File: src/scc_pkg.sv
// Shared constants and types for the clock-configuration bus target.
// Assumes a single device clock domain; the serial pins are sampled in it.
package scc_pkg;

   // Seven-bit bus addresses picked by the latched address strap.
   localparam logic [6:0] ADDR_STRAP_LOW = 7'h68;
   localparam logic [6:0] ADDR_STRAP_HIGH = 7'h6A;

   // Register indices.
   localparam logic [7:0] IDX_OUTPUT_ENABLE_CTRL = 8'h00;
   localparam logic [7:0] IDX_SPREAD_AMPLITUDE_CTRL = 8'h01;

   // Output enable register layout, reset value and writable bits.
   localparam int PAIR1_OE_BIT = 2;
   localparam int PAIR0_OE_BIT = 1;
   localparam logic [7:0] OE_RESET = 8'hFF;
   localparam logic [7:0] OE_WMASK = 8'h06;

   // Spread and amplitude register layout; the low six bits are stored.
   localparam int SS_RB_MSB = 7;
   localparam int SS_RB_LSB = 6;
   localparam int SS_OVR_BIT = 5;
   localparam int SS_SW_MSB = 4;
   localparam int SS_SW_LSB = 3;
   localparam int AMP_MSB = 1;
   localparam int AMP_LSB = 0;
   // Override bit clear at reset, so the strap governs spread until set.
   localparam logic [5:0] SS_RESET = 6'h06;
   localparam logic [7:0] SS_WMASK = 8'h3B;

   // Three-level spread strap readback codes.
   localparam logic [1:0] STRAP_LOW = 2'h0;
   localparam logic [1:0] STRAP_MID = 2'h1;
   localparam logic [1:0] STRAP_HIGH = 2'h3;

   // Spread amount codes driven to the synthesiser.
   localparam logic [1:0] SPREAD_OFF = 2'h0;
   localparam logic [1:0] SPREAD_QUARTER = 2'h1;
   localparam logic [1:0] SPREAD_HALF = 2'h3;

   // Read answer details.
   localparam logic [7:0] BYTE_COUNT = 8'h08;
   localparam logic [7:0] UNMAPPED_READ = 8'h00;

   // Cycles after reset release before the straps are captured.
   localparam logic [1:0] STRAP_SETTLE = 2'h3;

   // Bit-level states of the serial engine.
   typedef enum logic [2:0] {
      ST_IDLE,
      ST_RX,
      ST_ACK,
      ST_TX,
      ST_RACK
   } scc_state_t;

   // Meaning of the byte being received.
   typedef enum logic [1:0] {
      K_ADDR,
      K_INDEX,
      K_COUNT,
      K_DATA
   } scc_kind_t;

   // Control levels handed to the clock outputs.
   typedef struct packed {
      logic pair1_output_enable;
      logic pair0_output_enable;
      logic [1:0] spread_select;
      logic [1:0] amplitude;
   } scc_ctrl_t;

endpackage

File: src/scc_smbus_target.sv
// Serial-bus target holding the output-enable and spread/amplitude bytes.
// Assumes the host drives the bus clock much slower than sys_clk_in.
//
// What this block does
// - Acknowledge own write address after a start.
// - Acknowledge the start index byte.
// - Acknowledge the byte count in a write.
// - Store counted bytes at consecutive indices, ack each.
// - Bus address chosen by latched address strap.
// - Read answer begins with the byte count.
// - Then registers from index upward, ascending.
// - Byte 0 bits 2,1 enable pairs, reset 1.
// - Byte 1 bits 7:6 report latched spread strap.
// - Byte 1 bit 5 hands spread to software.
// - Software spread code: off, quarter, reserved, half.
// - Software spread bits ignored unless override set.
// - Byte 1 bits 1:0 set swing, reset 10.
`timescale 1ns/1ps
module scc_smbus_target #(
   parameter logic [7:0] READ_BYTE_COUNT = scc_pkg::BYTE_COUNT
) (
   // Clock and reset.
   input wire logic sys_clk_in,
   input wire logic rst_in,
   // Serial bus pins; data is open drain.
   input wire logic scl_in,
   input wire logic sda_in,
   output logic sda_out,
   output logic sda_oe_out,
   // Straps.
   input wire logic bus_address_strap_in,
   input wire logic [1:0] spread_strap_in,
   // Control levels for the clock outputs.
   output scc_pkg::scc_ctrl_t ctrl_out
);

   logic [4:0] sync_q;
   logic scl_s;
   logic sda_s;
   logic scl_d;
   logic sda_d;
   logic [1:0] settle;
   logic strap_done;
   logic addr_sel;
   logic [1:0] spread_rb;
   scc_pkg::scc_state_t state;
   scc_pkg::scc_kind_t kind;
   logic [3:0] bitcnt;
   logic [7:0] rx_shift;
   logic [7:0] tx_shift;
   logic is_read;
   logic [7:0] ptr;
   logic [7:0] wleft;
   logic [7:0] oe_reg;
   logic [5:0] ss_reg;
   logic sda_oe;

   // Pins and straps cross into the device clock here.
   scc_sync #(
      .W(5),
      .RST_VAL(5'h1F)
   ) u_sync (
      .clk_in(sys_clk_in),
      .rst_in(rst_in),
      .d_in({scl_in, sda_in, bus_address_strap_in, spread_strap_in}),
      .q_out(sync_q)
   );

   assign scl_s = sync_q[4];
   assign sda_s = sync_q[3];

   // Edge and condition detection on the synchronised bus lines.
   wire scl_rise = scl_s & ~scl_d;
   wire scl_fall = ~scl_s & scl_d;
   wire start_evt = scl_s & scl_d & sda_d & ~sda_s;
   wire stop_evt = scl_s & scl_d & ~sda_d & sda_s;
   wire byte_in = (bitcnt == 4'h8);

   // Address decode from the latched strap.
   wire [6:0] dev_addr = addr_sel ? scc_pkg::ADDR_STRAP_HIGH
                                  : scc_pkg::ADDR_STRAP_LOW;
   wire addr_match = (rx_shift[7:1] == dev_addr);

   // Register read mux; unmapped indices read a fixed value.
   wire sel_oe = (ptr == scc_pkg::IDX_OUTPUT_ENABLE_CTRL);
   wire sel_ss = (ptr == scc_pkg::IDX_SPREAD_AMPLITUDE_CTRL);
   wire [7:0] ss_full = {spread_rb, ss_reg};
   wire [7:0] rd_data = sel_oe ? oe_reg
                      : sel_ss ? ss_full
                      : scc_pkg::UNMAPPED_READ;

   // A data byte lands as its acknowledge begins, while count remains.
   wire wr_strobe = (state == scc_pkg::ST_RX) & scl_fall & byte_in &
                    (kind == scc_pkg::K_DATA) & (wleft != 8'h00) &
                    ~start_evt & ~stop_evt;
   wire [7:0] next_oe = (oe_reg & ~scc_pkg::OE_WMASK) |
                        (rx_shift & scc_pkg::OE_WMASK);
   wire [7:0] next_ss_full = (ss_full & ~scc_pkg::SS_WMASK) |
                             (rx_shift & scc_pkg::SS_WMASK);

   // Effective spread: strap unless software override is set.
   wire ovr = ss_reg[scc_pkg::SS_OVR_BIT];
   wire [1:0] sw_spread = ss_reg[scc_pkg::SS_SW_MSB:scc_pkg::SS_SW_LSB];
   wire [1:0] strap_spread = (spread_rb == scc_pkg::STRAP_HIGH)
                             ? scc_pkg::SPREAD_HALF
                             : (spread_rb == scc_pkg::STRAP_MID)
                             ? scc_pkg::SPREAD_QUARTER
                             : scc_pkg::SPREAD_OFF;
   wire [1:0] next_spread = ovr ? sw_spread : strap_spread;

   // Open drain: the data line is only ever pulled low.
   assign sda_out = 1'b0;
   assign sda_oe_out = sda_oe;

   // Line history for edge detection.
   always_ff @(posedge sys_clk_in) begin
      if (rst_in) begin
         scl_d <= 1'b1;
         sda_d <= 1'b1;
      end else begin
         scl_d <= scl_s;
         sda_d <= sda_s;
      end
   end

   // Straps are caught once, after the synchroniser has filled.
   always_ff @(posedge sys_clk_in) begin
      if (rst_in) begin
         settle <= 2'h0;
         strap_done <= 1'b0;
         addr_sel <= 1'b0;
         spread_rb <= scc_pkg::STRAP_LOW;
      end else if (!strap_done) begin
         settle <= settle + 2'h1;
         if (settle == scc_pkg::STRAP_SETTLE) begin
            strap_done <= 1'b1;
            addr_sel <= sync_q[2];
            spread_rb <= {sync_q[1], sync_q[0]};
         end
      end
   end

   // Configuration bytes; only writable fields take host data.
   always_ff @(posedge sys_clk_in) begin
      if (rst_in) begin
         oe_reg <= scc_pkg::OE_RESET;
         ss_reg <= scc_pkg::SS_RESET;
      end else if (wr_strobe && sel_oe) begin
         oe_reg <= next_oe;
      end else if (wr_strobe && sel_ss) begin
         ss_reg <= next_ss_full[5:0];
      end
   end

   // Outputs registered so the synthesiser sees clean levels.
   always_ff @(posedge sys_clk_in) begin
      if (rst_in) begin
         ctrl_out <= '0;
      end else begin
         ctrl_out.pair1_output_enable <= oe_reg[scc_pkg::PAIR1_OE_BIT];
         ctrl_out.pair0_output_enable <= oe_reg[scc_pkg::PAIR0_OE_BIT];
         ctrl_out.spread_select <= next_spread;
         ctrl_out.amplitude <= ss_reg[scc_pkg::AMP_MSB:scc_pkg::AMP_LSB];
      end
   end

   // Serial engine. Received bits are taken on the clock's rising edge,
   // and the data line only changes after a falling edge, so the host
   // never sees it move while the clock is high. Stop, and start once the straps
   // are caught, win over everything, which also recovers from an aborted transfer.
   always_ff @(posedge sys_clk_in) begin
      if (rst_in) begin
         state <= scc_pkg::ST_IDLE;
         kind <= scc_pkg::K_ADDR;
         bitcnt <= 4'h0;
         rx_shift <= 8'h00;
         tx_shift <= 8'h00;
         is_read <= 1'b0;
         ptr <= 8'h00;
         wleft <= 8'h00;
         sda_oe <= 1'b0;
      end else if (stop_evt) begin
         state <= scc_pkg::ST_IDLE;
         sda_oe <= 1'b0;
      end else if (start_evt && strap_done) begin
         state <= scc_pkg::ST_RX;
         kind <= scc_pkg::K_ADDR;
         bitcnt <= 4'h0;
         sda_oe <= 1'b0;
      end else begin
         case (state)
            scc_pkg::ST_RX: begin
               if (scl_rise && !byte_in) begin
                  rx_shift <= {rx_shift[6:0], sda_s};
                  bitcnt <= bitcnt + 4'h1;
               end else if (scl_fall && byte_in) begin
                  bitcnt <= 4'h0;
                  state <= scc_pkg::ST_ACK;
                  sda_oe <= 1'b1;
                  case (kind)
                     scc_pkg::K_ADDR: begin
                        if (addr_match) begin
                           is_read <= rx_shift[0];
                        end else begin
                           state <= scc_pkg::ST_IDLE;
                           sda_oe <= 1'b0;
                        end
                     end
                     scc_pkg::K_INDEX: ptr <= rx_shift;
                     scc_pkg::K_COUNT: wleft <= rx_shift;
                     default: begin
                        if (wleft != 8'h00) begin
                           ptr <= ptr + 8'h01;
                           wleft <= wleft - 8'h01;
                        end
                     end
                  endcase
               end
            end
            scc_pkg::ST_ACK: begin
               if (scl_fall) begin
                  if (kind == scc_pkg::K_ADDR && is_read) begin
                     // First count bit goes out on this same edge.
                     state <= scc_pkg::ST_TX;
                     sda_oe <= ~READ_BYTE_COUNT[7];
                     tx_shift <= {READ_BYTE_COUNT[6:0], 1'b0};
                     bitcnt <= 4'h1;
                  end else begin
                     state <= scc_pkg::ST_RX;
                     sda_oe <= 1'b0;
                     bitcnt <= 4'h0;
                     case (kind)
                        scc_pkg::K_ADDR: kind <= scc_pkg::K_INDEX;
                        scc_pkg::K_INDEX: kind <= scc_pkg::K_COUNT;
                        default: kind <= scc_pkg::K_DATA;
                     endcase
                  end
               end
            end
            scc_pkg::ST_TX: begin
               if (scl_fall) begin
                  if (byte_in) begin
                     state <= scc_pkg::ST_RACK;
                     sda_oe <= 1'b0;
                  end else begin
                     sda_oe <= ~tx_shift[7];
                     tx_shift <= {tx_shift[6:0], 1'b0};
                     bitcnt <= bitcnt + 4'h1;
                  end
               end
            end
            scc_pkg::ST_RACK: begin
               if (scl_rise) begin
                  if (sda_s) begin
                     state <= scc_pkg::ST_IDLE;
                  end else begin
                     state <= scc_pkg::ST_TX;
                     tx_shift <= rd_data;
                     ptr <= ptr + 8'h01;
                     bitcnt <= 4'h0;
                  end
               end
            end
            default: begin
               state <= scc_pkg::ST_IDLE;
               sda_oe <= 1'b0;
            end
         endcase
      end
   end

endmodule

File: src/scc_sync.sv
// Two-flop synchroniser for a group of asynchronous inputs.
// Assumes each bit is independent; no bus coherence is implied.
`timescale 1ns/1ps
module scc_sync #(
   parameter int W = 1,
   parameter logic [W-1:0] RST_VAL = '0
) (
   // Clock and reset.
   input wire logic clk_in,
   input wire logic rst_in,
   // Asynchronous input and its synchronised copy.
   input wire logic [W-1:0] d_in,
   output logic [W-1:0] q_out
);

   logic [W-1:0] meta;

   // The first stage feeds only the second stage.
   always_ff @(posedge clk_in) begin
      if (rst_in) begin
         meta <= RST_VAL;
         q_out <= RST_VAL;
      end else begin
         meta <= d_in;
         q_out <= meta;
      end
   end

endmodule

File: config.mk
export PLATFORM = sky130hd
export DESIGN_NAME = scc_smbus_target
export DESIGN_NICKNAME = d
export VERILOG_FILES = /design/src/scc_pkg.sv /design/src/scc_smbus_target.sv /design/src/scc_sync.sv
export SDC_FILE = /design/constraint.sdc
export NUM_CORES = 1
export LEC_CHECK = 0
export ABC_AREA = 0
export BUFFER_PORTS_ARGS = -buffer_cell sky130_fd_sc_hd__buf_2
export CAP_MARGIN = 10
export CORE_UTILIZATION = 40
export DETAILED_ROUTE_END_ITERATION = 8
export PLACE_DENSITY = 0.67
export SLEW_MARGIN = 5
export SYNTH_ARGS = -nofsm -noshare
export SYNTH_HDL_FRONTEND = slang
export SYNTH_SLANG_ARGS = --single-unit
File: constraint.sdc
create_clock -name sys_clk_in -period 2.2 [get_ports sys_clk_in]
set_clock_uncertainty 0.15 [all_clocks]
set_input_delay 0.44 -clock sys_clk_in [delete_from_list [all_inputs] [get_ports sys_clk_in]]
set_output_delay 0.44 -clock sys_clk_in [all_outputs]
set_load 0.005 [all_outputs]
After elaboration in Yosys (flattened, before gate mapping)
Index checks and enable logic that the tools add are counted. Widths: inputs -> output; s select.

Eq/ne operators: 34. Reductions and logical operators: 32. Add/sub/neg operators: 4. Bitwise gates (word level): 28. Muxes and demuxes: 60.

Operators by type and width (count): $mux 8 (14); $pmux 8 s2 (3); $mux 4 (8); $pmux 8 s3 (1); $mux 2 (11); $ne 3x3->1 const B (7); $ne 2x2->1 const B (10); $mux 3 (6); $reduce_and 9->1 (2); $pmux 4 s4 (1); $reduce_and 7->1 (2); $and 1x1->1 (13); $mux 1 (13); $not 1->1 (13); $pmux 3 s4 (1); $reduce_and 6->1 (2); $add 8x1->8 const B (1); $eq 2x2->1 const B (4); $eq 8x1->1 const B (1); $logic_not 8->1 (1); $or 8x3->8 (1); $reduce_and 4->1 (2); $reduce_and 8->1 (1); $reduce_bool 2->1 (4); 25 further kinds (36).

Input port bits: 7. Logic and storage cells: 182. Output and inout port bits: 8. Register bits after elaboration: 81.

Longest topological paths before layout
Word-level depth: 11. Gate-level depth with buffers: 8.

Cells and area by module
Synthesis repeated with hierarchy kept, for this count alone.

Cell total of the unflattened synthesis: 443. Area total of the unflattened synthesis: 3669.8 um^2.

By module, submodules not included: scc_smbus_target (cells each 423, area each 3407.0 um^2, instances 1, seq. area each 1281.2 um^2); scc_sync (cells each 20, area each 262.8 um^2, instances 1, seq. area each 200.2 um^2).

Worst setup path after synthesis
Ideal clock, no wire load.

Path type: reg-to-reg. Start: reg u_sync.q_out[3]. End: reg ptr[6]. Slack: 179 ps. Period minus slack after synthesis: 2021 ps. Library setup time: 131 ps. Data required time: 1919 ps. Arrival: 1740 ps. Buffers on the path: 3. Cell stages (with the launch flop): 9. Path through: dfxtp_1 > buf_4 > and3b_1 > and3_4 > buf_6 > or3_4 > buf_6 > o311ai_1 > o31ai_1.

Word-level cells in the longest chain between the ends: 5. Elaborated cells between the ends (all ways): 8. Classes of those cells: 1 x eq/ne; 5 x bitwise; 2 x reduce/logical.

Ends and longest elaborated chain: start: declaration (line scc_sync.sv:13) `output logic [W-1:0] q_out`; start signal: assignment (line scc_sync.sv:25) `q_out <= meta;`; $not 1->1 (line scc_smbus_target.sv:75) `wire start_evt = scl_s & scl_d & sda_d & ~sda_s;`; $and 1x1->1 (line scc_smbus_target.sv:75); $logic_and 1x1->1 (line scc_smbus_target.sv:185) `end else if (start_evt && strap_done) begin`; $not 1->1 (no line); $reduce_and 9->1 (no line) *; end signal: assignment (line scc_smbus_target.sv:209) `scc_pkg::K_INDEX: ptr <= rx_shift;`; end signal: assignment (line scc_smbus_target.sv:213) `ptr <= ptr + 8'h01;`; end signal: assignment (line scc_smbus_target.sv:259) `ptr <= ptr + 8'h01;`; end: declaration (line scc_smbus_target.sv:52) `logic [7:0] ptr;`.

Mark *: on every way between the ends. The rest lies on a longest branch, timed or not. A chain may end at the register's enable or synchronous reset.

Worst setup path after layout
Start: reg bitcnt[1]. End: reg bitcnt[0].

Word-level cells in the longest chain between the ends: 6. Elaborated cells between the ends (all ways): 10. Classes of those cells: 3 x eq/ne; 3 x mux; 4 x reduce/logical.

Ends and longest elaborated chain: start: declaration (line scc_smbus_target.sv:48) `logic [3:0] bitcnt;`; start signal: assignment (line scc_smbus_target.sv:195) `bitcnt <= bitcnt + 4'h1;`; start signal: assignment (line scc_smbus_target.sv:248) `bitcnt <= bitcnt + 4'h1;`; $eq 4x4->1 * (line scc_smbus_target.sv:77) `wire byte_in = (bitcnt == 4'h8);`; $logic_not 1->1 (line scc_smbus_target.sv:193) `if (scl_rise && !byte_in) begin`; $logic_and 1x1->1 (line scc_smbus_target.sv:193); $mux 4 (line scc_smbus_target.sv:193); $pmux 4 s4 (line scc_smbus_target.sv:191) `case (state)`; $mux 4 (line scc_smbus_target.sv:185).

Marked as above.

==> flow_summary.ini <==
[synthesis]
synth_edf_count = 0
syn-instance-count = 467
async_flop_share_pct = 0
synth_nets = 482
ys_ff_latch = 74
synth_commonest_cells = dfxtp_1, a21oi_1, nor2_1, nand2_1, nand3_1
yosys.area.top_type_share_pct = 38.53
synth_ff_type = dfxtp_1
yosysSeqAreaShare_pct = 38.53
synth.most_common_cell = dfxtp_1
syn_area_per_cell_um2 = 8.233
ys_warn_count = 0
synth.distinct_cells = 65
synthesis.area_um2 = 3845
synth.largest_area_cell = dfxtp_1
synthTopCellsByArea = dfxtp_1, a21oi_1, nor2_1

[timing]
setup_viol = 0
drv_slew = 0
final.setup.tns_ns = 0
hold_viol = 0
clock.fmax_mhz = 466.5
min_period_ns = 2.144
max_slew_margin_pct = 60.57
period_share_pct = 97.44
worst_pin_slew_ns = 0.5908
rsz0062_at_grt = true

[global_routing]
track_usage_pct = 19.31
antenna_found_initial = 0
grt_pass1_wl_mm = 15.55
grt_pass1_vias = 3221
grt_max_degree = 43
grt-ovfl-total = 0

[floorplan]
die_height_um = 100.0
die_w_um = 100.0
fp-row-count = 35
initial_core_util_pct = 41.42
io-pin-count = 15
core-area_um2 = 9284
dieArea_um2 = 10010

[critical_path]
crit_required_ns = 2.29
rrSetupSlack_ns = 0.06
cp-start-kind = flip-flop
r2r-start = bitcnt[1]
ff2ff_path_depth = 7
crit_type = reg -> reg
r2r-end = bitcnt[0]
cp.arrival_ns = 2.23
cp-end-kind = flip-flop
crit_path_max_fanout = 8

[placement]
gp_congestion = 0.9181
dp_hpwl_mm = 6.536
port_buffers = 13

[power]
p_sw_w = 0.0006582
ir_drop_mv = 0.3170
pwr-share-comb_pct = 4.8
clkPwrFrac_pct = 42.3
p_sw_share_pct = 25.10
p_int_w = 0.001964
power_frac_seq_pct = 52.9
p_per_area_nw_per_um2 = 592.4
power_leakage_nw = 1.654

[cells_and_area]
n_fill_cell = 929
ff_latch_area_um2 = 1486
post-route-util_pct = 47.68
diodes = 0
fin_nets = 504
areaGrowthSynthToFinish_pct = 15.13
multi_input_area_um2 = 2226
drive_gt1_share_pct = 21.05

[detailed_routing]
ant_nets = 0
via_per_inst = 5.571
drt_first_pass_iters = 5
routedWlPerCell_um = 14.97
vias = 3471
first_iter_violations = 141
drc = 0
wirelength_mm = 9.327

[worst_hold_path]
hp-class = in -> reg
holdCritStartpoint = scl_in
whs_path_depth = 2
hold_path_end = u_sync.meta[4]

[run]
maxCapViolCount = 0

[clock_network]
clock_latency_ns = 0.35
ctsRootBufferMaster = clkbuf_8
ctsHoldBuffers = 0
h-tree-depth = 3
cts_buffers = 9
cts_tree = done
clk_path_buf_depth = 2
clkTransAtPathRegs_ns = 0.08
clkSinkCount = 74

[outcome]
status = finished, final reports clean
metrics by stage:
step                area (um2)  hold WS (ns)  cells  setup WS, ns  power, W
global route              4427        0.1057    623      -0.06695  0.002739
CTS                       4299        0.1065    617       0.01804  0.002645
finish                    4427        0.1184    623       0.05622  0.002622
floorplan                 3845        0.2395    467        0.1793  0.001509
global placement          4093        0.2404    601       0.07709  0.001538
detailed placement        4093        0.2437    601      -0.01434  0.001543
routing by layer:
layer | vias to the layer above | track usage [%] | wire [um]
met1 | 1635 | 26.75 | 4590
met3 | 12 | 3.273 | 354
met4 | 0 | 6.577 | 128
met2 | 85 | 30.40 | 4254
li1 | 1739 | - | -
met5 | - | 0 | 0
cell type report:
type / count / area share (%)
inverters: 13 / 1.102
clock inverters: 7 / 1.865
well taps: 129 / 3.646
clock buffers: 9 / 2.798
repair buffers: 44 / 6.727
multi-input cells: 347 / 50.28
flip-flops and latches: 74 / 33.58
cells in the final DEF (no fill, tap or decap), types with 14 or more instances in the layout:
master / n
nor2_1: 45
dfxtp_1: 70
nand3_1: 28
nand2_1: 27
a21oi_1: 55
o21ai_0: 25
mux2i_1: 14
nor2b_1: 16
buf_4: 31
power by group through the flow:
stage               Sequential, W  Combinational, W  Clock (W)
floorplan                 0.00141         0.0000951          0
detailed placement        0.00142          0.000123          0
global placement          0.00142          0.000119          0
global route              0.00139          0.000143    0.00120
CTS                       0.00139          0.000124    0.00113
finish                    0.00139          0.000126    0.00111
worst max-delay path: stages (launching register included):
cell and delay, ns:
dfxtp_2 0.36, inv_1 0.06, ha_1 0.18, nand3b_1 0.27, nor2_4 0.08, o41a_1 0.53, and4_1 0.26, o21a_1 0.16
worst max-delay path by stage:
stage	slack (ns)	from	cells past startpoint	to
5_1_grt	-0.07	bitcnt[1]	8	bitcnt[0]
4_1_cts	0.02	bitcnt[0]	7	bitcnt[0]
2_1_floorplan	0.18	u_sync.q_out[3]	8	ptr[6]
6_report	0.06	bitcnt[1]	7	bitcnt[0]
3_3_place_gp	0.08	bitcnt[0]	7	bitcnt[0]
3_5_place_dp	-0.01	bitcnt[0]	7	bitcnt[0]
repair_timing:
item / in CTS / in global routing
pin swaps: 1 / 4
endpoints found under the setup margin: 1 / 31
gates resized for setup: 0 / 22
buffers inserted: 0 / 6
kinds of logic (layout without fill, tap and decap cells):
group | Yosys count | count (layout) | synth area share [%]
other | 1 | 1 | 0.09753
AND/OR/NAND/NOR | 185 | 185 | 26.36
XOR/XNOR | 2 | 2 | 0.4557
AO/OA/AOI/OAI | 135 | 135 | 22.00
flip-flops | 74 | 74 | 38.53
multiplexers | 16 | 16 | 4.230
adder cells (fa/ha/maj) | 8 | 8 | 2.603
buffers and inverters | 46 | 73 | 5.727
Power figures use the tool's default switching activity.
